### src/hdl/sdibw_consts.svh
// Offsets, fields, reset values and timing counts of the init and broadcast block
// Assumes a 100 MHz clock and byte addresses on AXI4-Lite
// How it works
// - 32-bit bus: row pins 15..5 get bits 20..10, column pins 12..5 bits 9..2
// - pins 19 and 18 take the same geometry address bits for two banks and for four banks
// - column pin 15 is high with auto-precharge, low without
// - command register writes produce precharge-all or mode-register-set cycles
// - one timing register serves every channel
// - each issued refresh lowers the refresh count field until zero
// - pending refresh wins over every other request
// - channel enable clear disables; enable with master makes a broadcast master
// - enable with slave makes a broadcast slave; neither means normal
// - a write to a master channel also writes every enabled slave
// - a slave targeted directly behaves as an ordinary channel
// - master-and-slave channel broadcasts and also receives other masters' writes
// - the master channel's check-code mode drives all written channels
`ifndef SDIBW_CONSTS_SVH
`define SDIBW_CONSTS_SVH
`define SDIBW_OFF_CHAN0 8'h00
`define SDIBW_OFF_CHAN3 8'h0C
`define SDIBW_OFF_TIMING 8'h10
`define SDIBW_OFF_CMD 8'h14
`define SDIBW_OFF_STATUS 8'h18
`define SDIBW_CC_CE 0
`define SDIBW_CC_ME 1
`define SDIBW_CC_SE 2
`define SDIBW_CC_ECC_LO 4
`define SDIBW_CC_GEO_LO 8
`define SDIBW_CC_FOURBANK 10
`define SDIBW_CC_MASK 32'h0000_0777
`define SDIBW_TM_RC_LO 16
`define SDIBW_TM_GAP_LO 24
`define SDIBW_TM_MASK 32'h0FFF_FFFF
`define SDIBW_CLK_NS 10
`define SDIBW_TGAP_NS 20
`define SDIBW_GAP_CYC ((`SDIBW_TGAP_NS + `SDIBW_CLK_NS - 1) / `SDIBW_CLK_NS)
`define SDIBW_RP_RESET 16'h0618
`define SDIBW_TM_RESET {4'h0, 4'(`SDIBW_GAP_CYC), 8'h00, `SDIBW_RP_RESET}
`define SDIBW_CMD_MODE_LO 4
`endif

### src/hdl/sdibw_pkg.sv
// Types of the init and broadcast block
// Assumes the constants header is compiled alongside
package sdibw_pkg;
    typedef enum logic [2:0] {
        ST_IDLE = 3'b000,
        ST_REF = 3'b001,
        ST_ACT = 3'b010,
        ST_RW = 3'b011,
        ST_PRE = 3'b100,
        ST_MRS = 3'b101,
        ST_WAIT = 3'b110
    } sdibw_state_t;
    typedef enum logic [1:0] {
        OP_NONE = 2'b00,
        OP_PRE_ALL = 2'b01,
        OP_MODE_SET = 2'b10
    } sdibw_op_t;
endpackage : sdibw_pkg

### src/hdl/sdibw_addr_map.sv
// Maps an internal address onto address pins 19..5 for a 32-bit data bus
// Assumes geometry code and phase come from the controller
`timescale 1ns/1ps
module sdibw_addr_map (
    input wire logic [31:0] addr,
    input wire logic [1:0] geo,
    input wire logic four_bank,
    input wire logic col_phase,
    input wire logic auto_pre,
    output logic [19:5] pins
);
    import sdibw_pkg::*;

    function automatic logic [4:0] hi_bit(input logic [1:0] g, input logic [1:0] pos,
        input logic col);
        logic [4:0] b;
        b = 5'h00;
        case (g)
            2'h0: b = (pos == 2'h0) ? 5'h18 : (pos == 2'h1) ? 5'h19 : (pos == 2'h2) ? 5'h18 : 5'h15;
            2'h1: b = (pos == 2'h0) ? 5'h19 : (pos == 2'h1) ? 5'h1A : (pos == 2'h2) ? 5'h19
                : (col ? 5'h18 : 5'h15);
            2'h2: b = (pos == 2'h0) ? 5'h17 : (pos == 2'h1) ? 5'h18 : (pos == 2'h2) ? 5'h16 : 5'h15;
            default: b = (pos == 2'h0) ? 5'h18 : (pos == 2'h1) ? 5'h19 : (pos == 2'h2) ? 5'h16
                : 5'h15;
        endcase
        return b;
    endfunction : hi_bit

    logic [4:0] col_hi14;
    logic [4:0] col_hi13;

    always_comb
    begin
        col_hi14 = geo[1] ? 5'h18 : 5'h17;
        col_hi13 = geo[1] ? 5'h17 : 5'h16;
        pins[19] = addr[hi_bit(geo, 2'h0, col_phase)];
        pins[18] = four_bank ? addr[hi_bit(geo, 2'h1, col_phase)]
            : addr[hi_bit(geo, 2'h1, col_phase)];
        pins[17] = addr[hi_bit(geo, 2'h2, col_phase)];
        pins[16] = addr[hi_bit(geo, 2'h3, col_phase)];
        if (col_phase)
        begin
            pins[15] = auto_pre;
            pins[14] = addr[col_hi14];
            pins[13] = addr[col_hi13];
            pins[12:5] = addr[9:2];
        end
        else
        begin
            pins[15:5] = addr[20:10];
        end
    end
endmodule : sdibw_addr_map

### src/hdl/sdibw_ctrl.sv
// Init command, refresh counting and broadcast write sequencer with AXI4-Lite registers
// Assumes one access request at a time from the on-chip bus and shared command pins
`timescale 1ns/1ps
`include "sdibw_consts.svh"
module sdibw_ctrl (
    input wire logic clock,
    input wire logic rst_n,
    input wire logic [7:0] s_axi_awaddr,
    input wire logic s_axi_awvalid,
    output logic s_axi_awready,
    input wire logic [31:0] s_axi_wdata,
    input wire logic [3:0] s_axi_wstrb,
    input wire logic s_axi_wvalid,
    output logic s_axi_wready,
    output logic [1:0] s_axi_bresp,
    output logic s_axi_bvalid,
    input wire logic s_axi_bready,
    input wire logic [7:0] s_axi_araddr,
    input wire logic s_axi_arvalid,
    output logic s_axi_arready,
    output logic [31:0] s_axi_rdata,
    output logic [1:0] s_axi_rresp,
    output logic s_axi_rvalid,
    input wire logic s_axi_rready,
    input wire logic req_valid,
    output logic req_ready,
    input wire logic req_write,
    input wire logic [1:0] req_chan,
    input wire logic [31:0] req_addr,
    input wire logic req_auto_pre,
    output logic req_done,
    output logic req_err,
    output logic [3:0] sd_cs_n,
    output logic sd_ras_n,
    output logic sd_cas_n,
    output logic sd_we_n,
    output logic [19:5] sd_addr,
    output logic [2:0] sd_ecc_mode
);
    import sdibw_pkg::*;

    logic [31:0] chan_ctrl [4];
    logic [31:0] timing;
    logic cmd_pend;
    sdibw_op_t cmd_op;
    logic [14:0] cmd_mode;
    logic aw_held, w_held;
    logic [7:0] aw_addr;
    logic [31:0] w_data;
    logic [3:0] w_strb;
    logic [31:0] next_chan_ctrl [4];
    logic [31:0] next_timing;
    logic next_cmd_pend;
    sdibw_op_t next_cmd_op;
    logic [14:0] next_cmd_mode;
    logic next_aw_held, next_w_held, next_bvalid, next_rvalid;
    logic [7:0] next_aw_addr;
    logic [31:0] next_w_data, next_rdata;
    logic [3:0] next_w_strb;
    logic [1:0] next_bresp, next_rresp;
    logic do_write;

    sdibw_state_t state, next_state, ret, next_ret;
    logic [3:0] gap, next_gap;
    logic lat_write, next_lat_write;
    logic [1:0] lat_chan, next_lat_chan;
    logic [31:0] lat_addr, next_lat_addr;
    logic lat_auto_pre, next_lat_auto_pre;
    logic [3:0] next_cs_n;
    logic next_ras_n, next_cas_n, next_we_n;
    logic [19:5] next_sd_addr;
    logic [2:0] next_ecc;
    logic next_done, next_err;
    logic ref_pend, ref_ack;
    logic col_phase;
    logic [19:5] map_pins;
    logic [3:0] ce_vec, me_vec, se_vec, write_sel;
    logic [31:0] tgt_cc;

    function automatic logic [31:0] merge(input logic [31:0] old, input logic [31:0] data,
        input logic [3:0] strb, input logic [31:0] mask);
        logic [31:0] m;
        m = old;
        for (int i = 0; i < 4; i++)
        begin
            if (strb[i])
                m[i*8 +: 8] = data[i*8 +: 8];
        end
        return m & mask;
    endfunction : merge

    sdibw_refresh sdibw_refresh_inst (
        .clock(clock),
        .rst_n(rst_n),
        .period(timing[15:0]),
        .ack(ref_ack),
        .pending(ref_pend)
    );

    sdibw_addr_map sdibw_addr_map_inst (
        .addr(lat_addr),
        .geo(tgt_cc[`SDIBW_CC_GEO_LO +: 2]),
        .four_bank(tgt_cc[`SDIBW_CC_FOURBANK]),
        .col_phase(col_phase),
        .auto_pre(lat_auto_pre),
        .pins(map_pins)
    );

    always_comb
    begin
        for (int i = 0; i < 4; i++)
        begin
            ce_vec[i] = chan_ctrl[i][`SDIBW_CC_CE];
            me_vec[i] = chan_ctrl[i][`SDIBW_CC_ME] & ce_vec[i];
            se_vec[i] = chan_ctrl[i][`SDIBW_CC_SE] & ce_vec[i];
        end
        tgt_cc = chan_ctrl[lat_chan];
        col_phase = (state == ST_RW);
        write_sel = 4'h0;
        write_sel[lat_chan] = 1'b1;
        if (lat_write && me_vec[lat_chan])
            write_sel = write_sel | se_vec;
    end

    // Register bus
    assign s_axi_awready = !aw_held && !s_axi_bvalid;
    assign s_axi_wready = !w_held && !s_axi_bvalid;
    assign s_axi_arready = !s_axi_rvalid;

    always_comb
    begin
        next_aw_held = aw_held;
        next_w_held = w_held;
        next_aw_addr = aw_addr;
        next_w_data = w_data;
        next_w_strb = w_strb;
        next_bvalid = s_axi_bvalid && !s_axi_bready;
        next_bresp = s_axi_bresp;
        next_rvalid = s_axi_rvalid && !s_axi_rready;
        next_rdata = s_axi_rdata;
        next_rresp = s_axi_rresp;
        next_chan_ctrl = chan_ctrl;
        next_timing = timing;
        next_cmd_pend = cmd_pend;
        next_cmd_op = cmd_op;
        next_cmd_mode = cmd_mode;
        if (s_axi_awvalid && s_axi_awready)
        begin
            next_aw_held = 1'b1;
            next_aw_addr = s_axi_awaddr;
        end
        if (s_axi_wvalid && s_axi_wready)
        begin
            next_w_held = 1'b1;
            next_w_data = s_axi_wdata;
            next_w_strb = s_axi_wstrb;
        end
        if (state == ST_REF && timing[`SDIBW_TM_RC_LO +: 8] != 8'h00)
            next_timing[`SDIBW_TM_RC_LO +: 8] = timing[`SDIBW_TM_RC_LO +: 8] - 8'h01;
        // A precharge after an access must not swallow a pending mode set
        if (state == ST_MRS || (state == ST_PRE && cmd_op == OP_PRE_ALL))
            next_cmd_pend = 1'b0;
        do_write = next_aw_held && next_w_held && !s_axi_bvalid;
        if (do_write)
        begin
            next_aw_held = 1'b0;
            next_w_held = 1'b0;
            next_bvalid = 1'b1;
            next_bresp = 2'b00;
            if (next_aw_addr <= `SDIBW_OFF_CHAN3 && next_aw_addr[1:0] == 2'b00)
                next_chan_ctrl[next_aw_addr[3:2]] = merge(chan_ctrl[next_aw_addr[3:2]],
                    next_w_data, next_w_strb, `SDIBW_CC_MASK);
            else if (next_aw_addr == `SDIBW_OFF_TIMING)
                next_timing = merge(timing, next_w_data, next_w_strb, `SDIBW_TM_MASK);
            else if (next_aw_addr == `SDIBW_OFF_CMD)
            begin
                if (next_w_data[1:0] == OP_PRE_ALL || next_w_data[1:0] == OP_MODE_SET)
                begin
                    next_cmd_pend = 1'b1;
                    next_cmd_op = sdibw_op_t'(next_w_data[1:0]);
                    next_cmd_mode = next_w_data[`SDIBW_CMD_MODE_LO +: 15];
                end
            end
            else
                next_bresp = 2'b10;
        end
        if (s_axi_arvalid && s_axi_arready)
        begin
            next_rvalid = 1'b1;
            next_rresp = 2'b00;
            next_rdata = 32'h0000_0000;
            if (s_axi_araddr <= `SDIBW_OFF_CHAN3 && s_axi_araddr[1:0] == 2'b00)
                next_rdata = chan_ctrl[s_axi_araddr[3:2]];
            else if (s_axi_araddr == `SDIBW_OFF_TIMING)
                next_rdata = timing;
            else if (s_axi_araddr == `SDIBW_OFF_CMD)
                next_rdata = {13'h0000, cmd_mode, cmd_pend, 1'b0, cmd_op};
            else if (s_axi_araddr == `SDIBW_OFF_STATUS)
                next_rdata = {27'h0000000, ref_pend, cmd_pend, state};
            else
                next_rresp = 2'b10;
        end
    end

    always_ff @(posedge clock)
    begin
        if (!rst_n)
        begin
            aw_held <= 1'b0;
            w_held <= 1'b0;
            aw_addr <= 8'h00;
            w_data <= 32'h0000_0000;
            w_strb <= 4'h0;
            s_axi_bvalid <= 1'b0;
            s_axi_bresp <= 2'b00;
            s_axi_rvalid <= 1'b0;
            s_axi_rdata <= 32'h0000_0000;
            s_axi_rresp <= 2'b00;
            for (int i = 0; i < 4; i++)
                chan_ctrl[i] <= 32'h0000_0000;
            timing <= `SDIBW_TM_RESET;
            cmd_pend <= 1'b0;
            cmd_op <= OP_NONE;
            cmd_mode <= 15'h0000;
        end
        else
        begin
            aw_held <= next_aw_held;
            w_held <= next_w_held;
            aw_addr <= next_aw_addr;
            w_data <= next_w_data;
            w_strb <= next_w_strb;
            s_axi_bvalid <= next_bvalid;
            s_axi_bresp <= next_bresp;
            s_axi_rvalid <= next_rvalid;
            s_axi_rdata <= next_rdata;
            s_axi_rresp <= next_rresp;
            chan_ctrl <= next_chan_ctrl;
            timing <= next_timing;
            cmd_pend <= next_cmd_pend;
            cmd_op <= next_cmd_op;
            cmd_mode <= next_cmd_mode;
        end
    end

    // Memory sequencer
    assign req_ready = (state == ST_IDLE) && !ref_pend && !cmd_pend;
    assign ref_ack = (state == ST_REF);

    always_comb
    begin
        next_state = state;
        next_ret = ret;
        next_gap = gap;
        next_lat_write = lat_write;
        next_lat_chan = lat_chan;
        next_lat_addr = lat_addr;
        next_lat_auto_pre = lat_auto_pre;
        next_cs_n = 4'hF;
        next_ras_n = 1'b1;
        next_cas_n = 1'b1;
        next_we_n = 1'b1;
        next_sd_addr = sd_addr;
        next_ecc = sd_ecc_mode;
        next_done = 1'b0;
        next_err = 1'b0;
        case (state)
            ST_IDLE:
            begin
                if (ref_pend)
                    next_state = ST_REF;
                else if (cmd_pend)
                    next_state = (cmd_op == OP_MODE_SET) ? ST_MRS : ST_PRE;
                else if (req_valid)
                begin
                    next_lat_write = req_write;
                    next_lat_chan = req_chan;
                    next_lat_addr = req_addr;
                    next_lat_auto_pre = req_auto_pre;
                    if (ce_vec[req_chan])
                        next_state = ST_ACT;
                    else
                        next_err = 1'b1;
                end
            end
            ST_REF:
            begin
                next_cs_n = ~ce_vec;
                next_ras_n = 1'b0;
                next_cas_n = 1'b0;
                next_ret = ST_IDLE;
                next_state = ST_WAIT;
            end
            ST_ACT:
            begin
                next_cs_n = ~write_sel;
                next_ras_n = 1'b0;
                next_sd_addr = map_pins;
                next_ret = ST_RW;
                next_state = ST_WAIT;
            end
            ST_RW:
            begin
                next_cs_n = ~write_sel;
                next_cas_n = 1'b0;
                next_we_n = ~lat_write;
                next_sd_addr = map_pins;
                next_ecc = chan_ctrl[lat_chan][`SDIBW_CC_ECC_LO +: 3];
                next_done = 1'b1;
                next_ret = lat_auto_pre ? ST_IDLE : ST_PRE;
                next_lat_auto_pre = 1'b1;
                next_state = ST_WAIT;
            end
            ST_PRE:
            begin
                next_cs_n = ~ce_vec;
                next_ras_n = 1'b0;
                next_we_n = 1'b0;
                next_sd_addr = 15'h0000;
                next_sd_addr[15] = 1'b1;
                next_ret = ST_IDLE;
                next_state = ST_WAIT;
            end
            ST_MRS:
            begin
                next_cs_n = ~ce_vec;
                next_ras_n = 1'b0;
                next_cas_n = 1'b0;
                next_we_n = 1'b0;
                next_sd_addr = cmd_mode;
                next_ret = ST_IDLE;
                next_state = ST_WAIT;
            end
            ST_WAIT:
            begin
                if (gap >= timing[`SDIBW_TM_GAP_LO +: 4])
                begin
                    next_gap = 4'h0;
                    next_state = ret;
                end
                else
                    next_gap = gap + 4'h1;
            end
            default:
                next_state = ST_IDLE;
        endcase
    end

    always_ff @(posedge clock)
    begin
        if (!rst_n)
        begin
            state <= ST_IDLE;
            ret <= ST_IDLE;
            gap <= 4'h0;
            lat_write <= 1'b0;
            lat_chan <= 2'h0;
            lat_addr <= 32'h0000_0000;
            lat_auto_pre <= 1'b0;
            sd_cs_n <= 4'hF;
            sd_ras_n <= 1'b1;
            sd_cas_n <= 1'b1;
            sd_we_n <= 1'b1;
            sd_addr <= 15'h0000;
            sd_ecc_mode <= 3'h0;
            req_done <= 1'b0;
            req_err <= 1'b0;
        end
        else
        begin
            state <= next_state;
            ret <= next_ret;
            gap <= next_gap;
            lat_write <= next_lat_write;
            lat_chan <= next_lat_chan;
            lat_addr <= next_lat_addr;
            lat_auto_pre <= next_lat_auto_pre;
            sd_cs_n <= next_cs_n;
            sd_ras_n <= next_ras_n;
            sd_cas_n <= next_cas_n;
            sd_we_n <= next_we_n;
            sd_addr <= next_sd_addr;
            sd_ecc_mode <= next_ecc;
            req_done <= next_done;
            req_err <= next_err;
        end
    end

    a_refresh_wins: assert property (@(posedge clock) disable iff (!rst_n)
        (state == ST_IDLE && ref_pend) |=> (state == ST_REF) ##1 (!sd_ras_n && !sd_cas_n))
        else $error("refresh not granted first");
    a_count_down: assert property (@(posedge clock) disable iff (!rst_n)
        (state == ST_REF && timing[23:16] != 8'h00 && !do_write)
        |=> timing[23:16] == $past(timing[23:16]) - 8'h01)
        else $error("refresh count not lowered");
    a_count_hold: assert property (@(posedge clock) disable iff (!rst_n)
        (timing[23:16] == 8'h00 && !do_write) |=> timing[23:16] == 8'h00)
        else $error("refresh count left zero");
    a_cmd_issue: assert property (@(posedge clock) disable iff (!rst_n)
        (state == ST_IDLE && cmd_pend && !ref_pend) |=> (state == ST_PRE || state == ST_MRS)
        ##1 (!sd_ras_n && !sd_we_n))
        else $error("init command not issued");
    a_disabled_quiet: assert property (@(posedge clock) disable iff (!rst_n)
        (state == ST_RW) |=> ((~sd_cs_n & ~$past(ce_vec)) == 4'h0))
        else $error("disabled channel selected");
    a_broadcast_all: assert property (@(posedge clock) disable iff (!rst_n)
        (state == ST_RW && lat_write && me_vec[lat_chan])
        |=> ((~sd_cs_n & $past(se_vec)) == $past(se_vec)) && !sd_we_n)
        else $error("slave missed broadcast write");
    a_slave_normal: assert property (@(posedge clock) disable iff (!rst_n)
        (state == ST_RW && !lat_write) |=> (~sd_cs_n == (4'h1 << $past(lat_chan))))
        else $error("read not on target channel only");
    a_ap_pin: assert property (@(posedge clock) disable iff (!rst_n)
        (state == ST_RW) |=> (sd_addr[15] == $past(lat_auto_pre)) && !sd_cas_n)
        else $error("auto precharge pin wrong");
    a_row_map: assert property (@(posedge clock) disable iff (!rst_n)
        (state == ST_ACT) |=> (sd_addr[15:5] == $past(lat_addr[20:10])))
        else $error("row address mapping wrong");
    a_ecc_master: assert property (@(posedge clock) disable iff (!rst_n)
        (state == ST_RW) |=> (sd_ecc_mode == $past(chan_ctrl[lat_chan][6:4])))
        else $error("check mode not from master");
endmodule : sdibw_ctrl

### src/hdl/sdibw_refresh.sv
// Refresh period timer raising a pending request until acknowledged
// Assumes the period is given in clock cycles
`timescale 1ns/1ps
module sdibw_refresh (
    input wire logic clock,
    input wire logic rst_n,
    input wire logic [15:0] period,
    input wire logic ack,
    output logic pending
);
    import sdibw_pkg::*;

    logic [15:0] count;
    logic [15:0] next_count;
    logic next_pending;
    logic tick;

    always_comb
    begin
        tick = (period != 16'h0000) && (count >= period - 16'h0001);
        next_count = tick ? 16'h0000 : count + 16'h0001;
        next_pending = tick | (pending & ~ack);
    end

    always_ff @(posedge clock)
    begin
        if (!rst_n)
        begin
            count <= 16'h0000;
            pending <= 1'b0;
        end
        else
        begin
            count <= next_count;
            pending <= next_pending;
        end
    end
endmodule : sdibw_refresh

### config.mk
export PLATFORM = sky130hd
export DESIGN_NAME = sdibw_ctrl
export DESIGN_NICKNAME = d
export VERILOG_FILES = /design/src/hdl/sdibw_pkg.sv /design/src/hdl/sdibw_addr_map.sv /design/src/hdl/sdibw_ctrl.sv /design/src/hdl/sdibw_refresh.sv
export VERILOG_INCLUDE_DIRS = /design/src /design/src/hdl
export SDC_FILE = /design/constraint.sdc
export NUM_CORES = 1
export LEC_CHECK = 0
export ABC_AREA = 1
export ABC_CLOCK_PERIOD_IN_PS = 3150
export BUFFER_PORTS_ARGS = -buffer_cell sky130_fd_sc_hd__buf_2
export CAP_MARGIN = 20
export CORE_UTILIZATION = 25
export DETAILED_ROUTE_END_ITERATION = 7
export PLACE_DENSITY_LB_ADDON = 0.3
export REMOVE_ABC_BUFFERS = 1
export SLEW_MARGIN = 15
export SYNTH_ARGS = -nofsm -noshare
export SYNTH_HDL_FRONTEND = slang
export SYNTH_HIERARCHICAL = 1
export SYNTH_SLANG_ARGS = --single-unit
### constraint.sdc
create_clock -name clock -period 3.15 [get_ports clock]
set_clock_uncertainty 0.15 [all_clocks]
set_input_delay 0 -clock clock [delete_from_list [all_inputs] [get_ports clock]]
set_output_delay 0 -clock clock [all_outputs]
set_load 0.01 [all_outputs]
==> metrics.yaml, run 1 <==
cts_made_buffers: 30
dp_cells: 2525
finalSetupTns_ps: 0
routed_wl_um: 41700
placed_area_mm2: 0.0137
period_share_pct: 96.1
clockBufferDepth: 3
io_pins: 165
first_global_vias: 12000
avgSynthCellArea_um2: 6.82
place_congestion: 0.836
cellLeakagePower_nw: 7.29
crit_path_end_kind: "flip-flop"
vias_per_cell: 4.61
arrival_ps: 3350
dr.pass1.iters: 5
fin_cells: 2734
drc: 0
n_antenna_cell: 0
core_mm2: 0.0480
drive_above_1_share_pct: 13.9
drt_iter0_drc: 883
io_buffers: 150
tightest_slew_ps: 894
outcome: "complete, no violations"
hold_class: "in2reg"
seqPwrFrac_pct: 38.3
num_vias: 12600
fmax_mhz: 331
grt_setup_unrepaired: "no"
clk_pin_slew_ps: 60
pwr-share-clk_pct: 41.7
dieArea_mm2: 0.0498
fill_cells: 5139
p_comb_share_pct: 20.0
period_needed_ps: 3030
yosys_warnings: 6
grt_usage_pct: 16.4
hold_viol: 0
maxCapViolCount: 0
slew_violations: 0
wire_per_inst_um: 15.3
nNetsFinal: 2225
h-tree-depth: 1
stdcell_area_mm2: 0.0163
dpl.hpwl_um: 29400
synthCells: 1793
intPower_mw: 6.08
mappedNetlistArea_mm2: 0.0122
swShare_pct: 29.9
cp_max_fo: 21
clock-root-buffer: "clkbuf_16"
cts.sinks: 241
max_slew_margin_pct: 40.3
worstSetupStartpointType: "flip-flop"
syn_to_final_growth_pct: 33.1
grt_max_degree: 137
worstSetupPathType: "reg2reg"
cts_tree: "built"
ant_nets: 0
vdd_drop_max_mv: 0.434
p_per_area_mw_per_mm2: 533
critical_path_required_ps: 3470
antenna_found_initial: 0
p_switching_mw: 2.60
setup_viol_count_final: 0
initial_core_util_pct: 25.5
insertion_delay_ps: 580
die_y_um: 223
rows: 80
gr-total-overflow: 0
die_w_um: 223
grt_pass1_wl_um: 65200
-- metal layers --
metal	share of wire (%)	vias up	wire, µm	global-route usage (%)
met4	2.6	0	1090	4.16
met3	5.6	62	2340	2.58
li1	-	6367	-	-
met2	45	337	18800	27.1
met5	0	-	0	0
met1	47	5831	19400	22.2
-- path summary, 6_finish.rpt --
path	to	start	depth (start not counted)	slack [ps]
min	s_axi_rdata[14]	s_axi_araddr[0]	8	50
max reg2reg	cmd_mode[4]	s_axi_bvalid	13	120
max	cmd_mode[4]	s_axi_bvalid	13	120
min reg2reg	s_axi_rdata[6]	s_axi_rdata[6]	2	310
-- flip-flops by register name, indices dropped and copies added (netlist names), 2 cells and up --
register,count
sdibw_refresh_inst/count,16
lat_addr,28
chan_ctrl,32
s_axi_rdata,28
lat_chan,2
cmd_mode,15
state,3
sd_cs_n,4
gap,4
sd_ecc_mode,3
ce_vec,4
timing,28
cmd_op,2
ret,2
w_strb,4
aw_addr,8
w_data,28
sd_addr,15
-- metrics by stage --
stage                     worst slack [ps]  total power, mW  hold WS [ps]  util (%)
after floorplan                      -88.5             4.23         -81.0         -
after global placement                 416             4.81          71.6      28.5
after detailed placement               373             4.83          76.0      28.5
after CTS                             14.6             8.73          6.41      33.8
after global routing                  11.9             9.10          99.4      33.9
final                                  124             8.68          51.0      33.9
-- worst max-delay path, cell delays in order, from the launching register on --
cell and delay (ps):
dfxtp_1 530, nor2_4 140, buf_4 160, nand3_1 60
dlygate4sd3_1 540, nand2_1 70, nor2_1 120, nand2_1 120
nor3_1 310, nand2_1 140, inv_2 350, nand2_1 110
nand2_1 80, nor2_1 40
-- placed cells by master, fill, tap and decap left out, drive strengths merged, types with 14 or more instances in the layout --
master         n
nand2        380
nor2         326
dfxtp        241
inv          206
buf          191
a21oi        168
o21ai        159
dlygate4sd3  151
nand3         72
clkbuf        39
ha            33
nand4         22
xor2          16
xnor2         14
-- area by class of cell --
cell class / count / area [µm²] / share of cell area (%)
Multi-Input combinational cell: 1272 / 6270 / 38.5
Clock buffer: 39 / 836 / 5.13
Inverter: 209 / 786 / 4.83
Timing Repair Buffer: 342 / 2590 / 15.9
Sequential cell: 241 / 4820 / 29.6
Tap cell: 615 / 769 / 4.73
Clock inverter: 16 / 204 / 1.25
-- timing repair --
| action | CTS | global route |
|---|---|---|
| endpoints found under the hold margin | 216 | 0 |
| setup endpoints to repair | 0 | 23 |
| setup buffers | 0 | 2 |
| resized for setup | 0 | 4 |
| hold buffers | 151 | 0 |
-- power groups by stage --
stage | combinational [mW] | sequential (mW) | clock, mW
after floorplan | 0.844 | 3.38 | 0
after global placement | 1.43 | 3.38 | 0
after detailed placement | 1.45 | 3.39 | 0
after CTS | 1.69 | 3.32 | 3.72
after global routing | 1.92 | 3.35 | 3.84
final | 1.73 | 3.33 | 3.62
Note: power is estimated with default switching activity, not from simulation.
==> run 2, diff against run 1 <==
BUFFER_PORTS_ARGS = default   (was -buffer_cell sky130_fd_sc_hd__buf_2)
DONT_BUFFER_PORTS = 1   (was default)
==> run 2 against run 1 <==
Net effect:
- combinational power down 9%
- design area down 4.9%
- register-to-register slack better by 80 ps
- via count down 4.4%
- count of clock-buffer cells in the layout down 2
- sequential share of layout area up 1.5 points
==> metrics.yaml, run 2 (same netlist as run 1, synthesis figures left out) <==
outcome: "complete, no violations"
cp_max_fo: 10
r2r_end: "chan_ctrl[41]"
intPower_mw: 5.87
clk_pin_slew_ps: 60
wl_met1_um: 19300
worstSetupStartpointType: "primary input"
clockBufferDepth: 3
dieArea_mm2: 0.0498
hold_viol: 0
num_vias: 12000
period_needed_ps: 3000
maxCapViolCount: 0
finalSetupTns_ps: 0
place_congestion: 0.847
grt_max_degree: 137
critical_path_buf_inv_count: 6
seqPwrFrac_pct: 40.1
dpl.hpwl_um: 29600
cts.sinks: 241
p_switching_mw: 2.53
wl_met2_um: 18900
period_share_pct: 95.2
slew_violations: 0
p_per_area_mw_per_mm2: 542
final_cell_mix: "370 x nand2_1, 302 x nor2_1, 240 x dfxtp_1"
dr.pass1.iters: 8
cts_setup_buffers: 0
min_path_cells: 5
grt_setup_unrepaired: "no"
rows: 80
critPathTopFamily: "buffers and inverters"
swShare_pct: 30.1
top_layer: "met4"
cp_slowest_cell: "dlygate4sd3_1"
reg2reg_from: "s_axi_bvalid"
vias_per_cell: 4.66
first_global_vias: 11600
critPathMaxStageDelay_ps: 590
worstHoldStart: "s_axi_araddr[2]"
vdd_drop_max_mv: 0.417
hold_class: "in2reg"
wire_per_inst_um: 16.2
crit_chain: "dlygate4sd3_1 -> nor2_1 -> dlygate4sd3_1 -> inv_1 -> nor2_1 -> dlygate4sd3_1 -> nand3_1 -> clkinvlp_4 -> buf_4 -> nand2_1 -> o21ai_0 -> o21ai_0 -> a21oi_1"
holdPathEnd: "s_axi_rdata[2]"
arrival_ps: 3250
p_comb_share_pct: 18.8
largest_reg_flops: 32
die_y_um: 223
clock-root-buffer: "clkbuf_16"
worstSetupPathType: "in2reg"
gr-total-overflow: 0
cts_made_buffers: 29
setup_viol_count_final: 0
core_mm2: 0.0480
cts_tree: "built"
nNetsFinal: 2076
layout_commonest_cell: "nand2_1"
drt_iter0_drc: 866
critical_path_required_ps: 3400
fmax_mhz: 333
path_common_cell: "dlygate4sd3_1"
regMostFlops: "chan_ctrl"
grt_pass1_wl_um: 65100
drive_above_1_share_pct: 7.93
drc: 0
die_w_um: 223
cellLeakagePower_nw: 6.64
io_buffers: 0
wl_met3_um: 2550
reg2reg_depth: 9
initial_core_util_pct: 25.5
fill_cells: 5177
routed_wl_um: 41900
utilization_pct: 32.2
antenna_found_initial: 2
grt_usage_pct: 16.6
reg2reg_setup_slack_ps: 200
h-tree-depth: 1
crit_path_end_kind: "flip-flop"
syn_to_final_growth_pct: 26.6
io_pins: 165
max_slew_margin_pct: 36.9
ant_nets: 0
pwr-share-clk_pct: 41.1
insertion_delay_ps: 560
tightest_slew_ps: 933
hold_ws_ps: 22.0
-- run 2: cell type report --
cell class	instances	area (µm²)	area share [%]
multi-input combinational	1273	6290	40.6
sequential	241	4830	31.2
timing repair buffer	193	1830	11.8
clock buffer	37	816	5.27
inverter	209	790	5.10
tap	615	769	4.97
clock inverter	15	161	1.04
antenna	2	5.00	0.0323
-- run 2: stage by stage --
| stage | area [µm²] | power [mW] | worst slack (ps) | cells |
|---|---|---|---|---|
| 6_report | 15500 | 8.40 | 151 | 2585 |
| 5_1_grt | 15500 | 8.81 | 10.1 | 2585 |
| 4_1_cts | 15400 | 8.45 | 32.6 | 2581 |
| 3_5_place_dp | 13000 | 4.73 | 405 | 2383 |
| 3_3_place_gp | 13000 | 4.71 | 452 | 2383 |
| 2_1_floorplan | 11900 | 4.23 | -88.5 | 1721 |
-- run 2: power by group through the flow --
stage          clock network (mW)  logic (mW)  registers [mW]
2_1_floorplan                   0       0.844            3.38
3_3_place_gp                    0        1.29            3.42
3_5_place_dp                    0        1.31            3.42
4_1_cts                      3.54        1.56            3.36
5_1_grt                      3.67        1.76            3.38
6_report                     3.45        1.58            3.37
-- run 2: worst max-delay path by stage --
stage	cells past startpoint	end	slack, ps	from
CTS	13	timing[16]	30	s_axi_bvalid
detailed placement	15	sdibw_refresh_inst/count[1]	400	timing[0]
global placement	15	sdibw_refresh_inst/count[14]	450	timing[0]
finish	13	s_axi_rdata[8]	150	s_axi_araddr[0]
floorplan	7	timing[17]	-90	s_axi_bvalid
global route	9	chan_ctrl[41]	10	s_axi_bvalid
-- run 2: tightest hold or removal path: cells and delay by family --
| kind | cells | cell delay [ps] |
|---|---|---|
| AO/OA/AOI/OAI | 4 | 510 |
| buffers and inverters | 1 | 170 |
-- run 2: repair_timing --
item | 4_1_cts | 5_1_grt
hold endpoints to repair | 233 | 0
hold buffers | 146 | 0
endpoints found under the setup margin | 0 | 21
resized for setup | 0 | 10
-- run 2: metal layers --
layer | vias up | global-route usage, %
met4 | 0 | 4.63
met2 | 291 | 27.4
met1 | 5619 | 21.8
li1 | 6070 | -
met3 | 58 | 3.60
met5 | - | 0
==> run 3, diff against run 2 <==
CORE_UTILIZATION = 55   (was 25)
==> run 3 against run 2 <==
Net effect:
- die area is 54% lower
- first-iteration DRC count increased by 33%
- via count about the same
- wire length fell by 16%
- sequential share of layout area rose by 2.2 points
- maximum frequency is 0.92% higher
- power is 5.1% lower
- critical path depth is 3 lower
- combinational power is 9% lower
- sequential cell count stayed put
- highest routed layer unchanged
==> metrics.yaml, run 3 (same netlist as run 1, synthesis figures left out) <==
outcome: "complete, no violations"
rows: 54
setup_viol_count_final: 0
arrival_ps: 3290
worstSetupPathType: "reg2reg"
vias_per_cell: 5.51
insertion_delay_ps: 540
core_mm2: 0.0218
final_cell_mix: "370 x nand2_1, 301 x nor2_1, 238 x dfxtp_1"
dpl.hpwl_um: 23500
grt_usage_pct: 30.6
slew_violations: 0
critical_path_required_ps: 3460
clock-root-buffer: "clkbuf_16"
vdd_drop_max_mv: 0.577
antenna_found_initial: 0
drc: 0
cts_tree: "built"
drt_iter0_drc: 1151
period_needed_ps: 2970
timing.final.ws_setup_ps: 178
grt_setup_unrepaired: "no"
critical_path_buf_inv_count: 1
cts.sinks: 241
worstSetupStartpointType: "flip-flop"
dr.pass1.iters: 6
hold_class: "in2reg"
die_w_um: 151
largest_reg_flops: 32
hold_viol: 0
syn_to_final_growth_pct: 18.1
max_slew_margin_pct: 42.9
ant_nets: 0
cp-startpoint: "s_axi_bvalid"
io_pins: 165
regMostFlops: "chan_ctrl"
p_total_mw: 7.97
grt_max_degree: 137
first_global_vias: 11400
dpl_worst_slack_ps: 376
routed_wl_um: 35400
period_share_pct: 94.4
io_buffers: 0
wire_per_inst_um: 16.2
hold_ws_ps: 27.5
n_antenna_cell: 0
initial_core_util_pct: 56.1
critPathTopFamily: "simple AND/OR/NAND/NOR gates"
cp.depth: 10
reg2reg_depth: 10
dieArea_mm2: 0.0228
min_path_cells: 3
nNetsFinal: 2014
tightest_slew_ps: 855
reg2reg_setup_slack_ps: 180
clk_pin_slew_ps: 60
crit_path_end_kind: "flip-flop"
fmax_mhz: 336
r2r_end: "timing[3]"
grt_pass1_wl_um: 55600
crit_chain: "nor2_4 -> nand3b_1 -> nand2_1 -> nand2_1 -> nor2_2 -> nand3_4 -> nor2_4 -> nand2_1 -> dlygate4sd3_1 -> nand3_1"
cellLeakagePower_nw: 6.35
die_y_um: 151
clockBufferDepth: 3
gr-total-overflow: 0
maxCapViolCount: 0
critPathMaxStageDelay_ps: 560
reg2reg_from: "s_axi_bvalid"
num_vias: 12000
cp_slowest_cell: "dlygate4sd3_1"
cp-endpoint: "timing[3]"
h-tree-depth: 1
fill_cells: 1836
cts_made_buffers: 27
p_per_area_mw_per_mm2: 551
drive_above_1_share_pct: 6.82
place_congestion: 0.929
cp_max_fo: 19
cts_setup_buffers: 0
layout_commonest_cell: "nand2_1"
path_common_cell: "nand2_1"
run 3: changes by cell type in the layout (fill, tap and decap cells not counted), moves of 2 or more:
cell | before | now
buf_4 | 47 | 24
clkbuf_1 | 2 | 5
clkbuf_16 | 29 | 27
clkbuf_8 | 6 | 4
clkinvlp_4 | 4 | 2
dfxtp_1 | 240 | 238
dfxtp_2 | 1 | 3
diode_2 | 2 | 0
dlygate4sd3_1 | 145 | 107
o21ai_0 | 151 | 153
o21ai_1 | 6 | 4
run 3: what timing repair did:
item                       4_1_cts  5_1_grt
gates resized for setup          0       12
hold endpoints to repair       240        0
hold buffers                   108        0
setup endpoints to repair        0        7
run 3: worst min path at each step:
| stage | from | end | slack, ps |
|---|---|---|---|
| final | rst_n | s_axi_bvalid | 30 |
| after global routing | rst_n | s_axi_bvalid | 40 |
| after CTS | rst_n | s_axi_bvalid | 10 |
| after detailed placement | s_axi_bready | s_axi_bvalid | -30 |
| after global placement | s_axi_bready | s_axi_bvalid | -30 |
| after floorplan | rst_n | sd_ras_n | -80 |
run 3: per-stage QoR:
| stage | setup TNS, ps | utilization, % | cells | cell area, µm² |
|---|---|---|---|---|
| after CTS | 0 | 66.1 | 2184 | 14400 |
| after global placement | 0 | 56.9 | 2027 | 12400 |
| after floorplan | -576 | - | 1721 | 11900 |
| after detailed placement | 0 | 56.9 | 2027 | 12400 |
| final | 0 | 66.2 | 2185 | 14500 |
| after global routing | 0 | 66.2 | 2185 | 14500 |
run 3: layout make-up:
type                    instances  area (µm²)  share of cell area [%]
multi-input cells            1272        6280                    43.5
clock inverters                13         145                    1.00
well taps                     280         350                    2.42
repair buffers                134        1310                    9.06
inverters                     209         786                    5.44
flip-flops and latches        241        4830                    33.4
clock buffers                  36         749                    5.19
run 3: power by group:
group | internal (mW) | total [mW] | switching, mW
clock network | 1.91 | 3.18 | 1.27
registers | 3.23 | 3.36 | 0.127
logic | 0.466 | 1.43 | 0.965
total | 5.61 | 7.97 | 2.36
run 3: worst reg2reg max path: stages, from the launching register on:
cell and delay (ps):
dfxtp_2 390, nor2_4 340, nand3b_1 120, nand2_1 130, nand2_1 250, nor2_2 270, nand3_4 300, nor2_4 240
nand2_1 60, dlygate4sd3_1 560, nand3_1 90
run 3: layer usage:
layer / GRT usage, % / wire [µm]
met1: 38.1 / 14600
met2: 52.4 / 16500
met3: 5.99 / 3160
met4: 10.8 / 1180
met5: 0 / 0
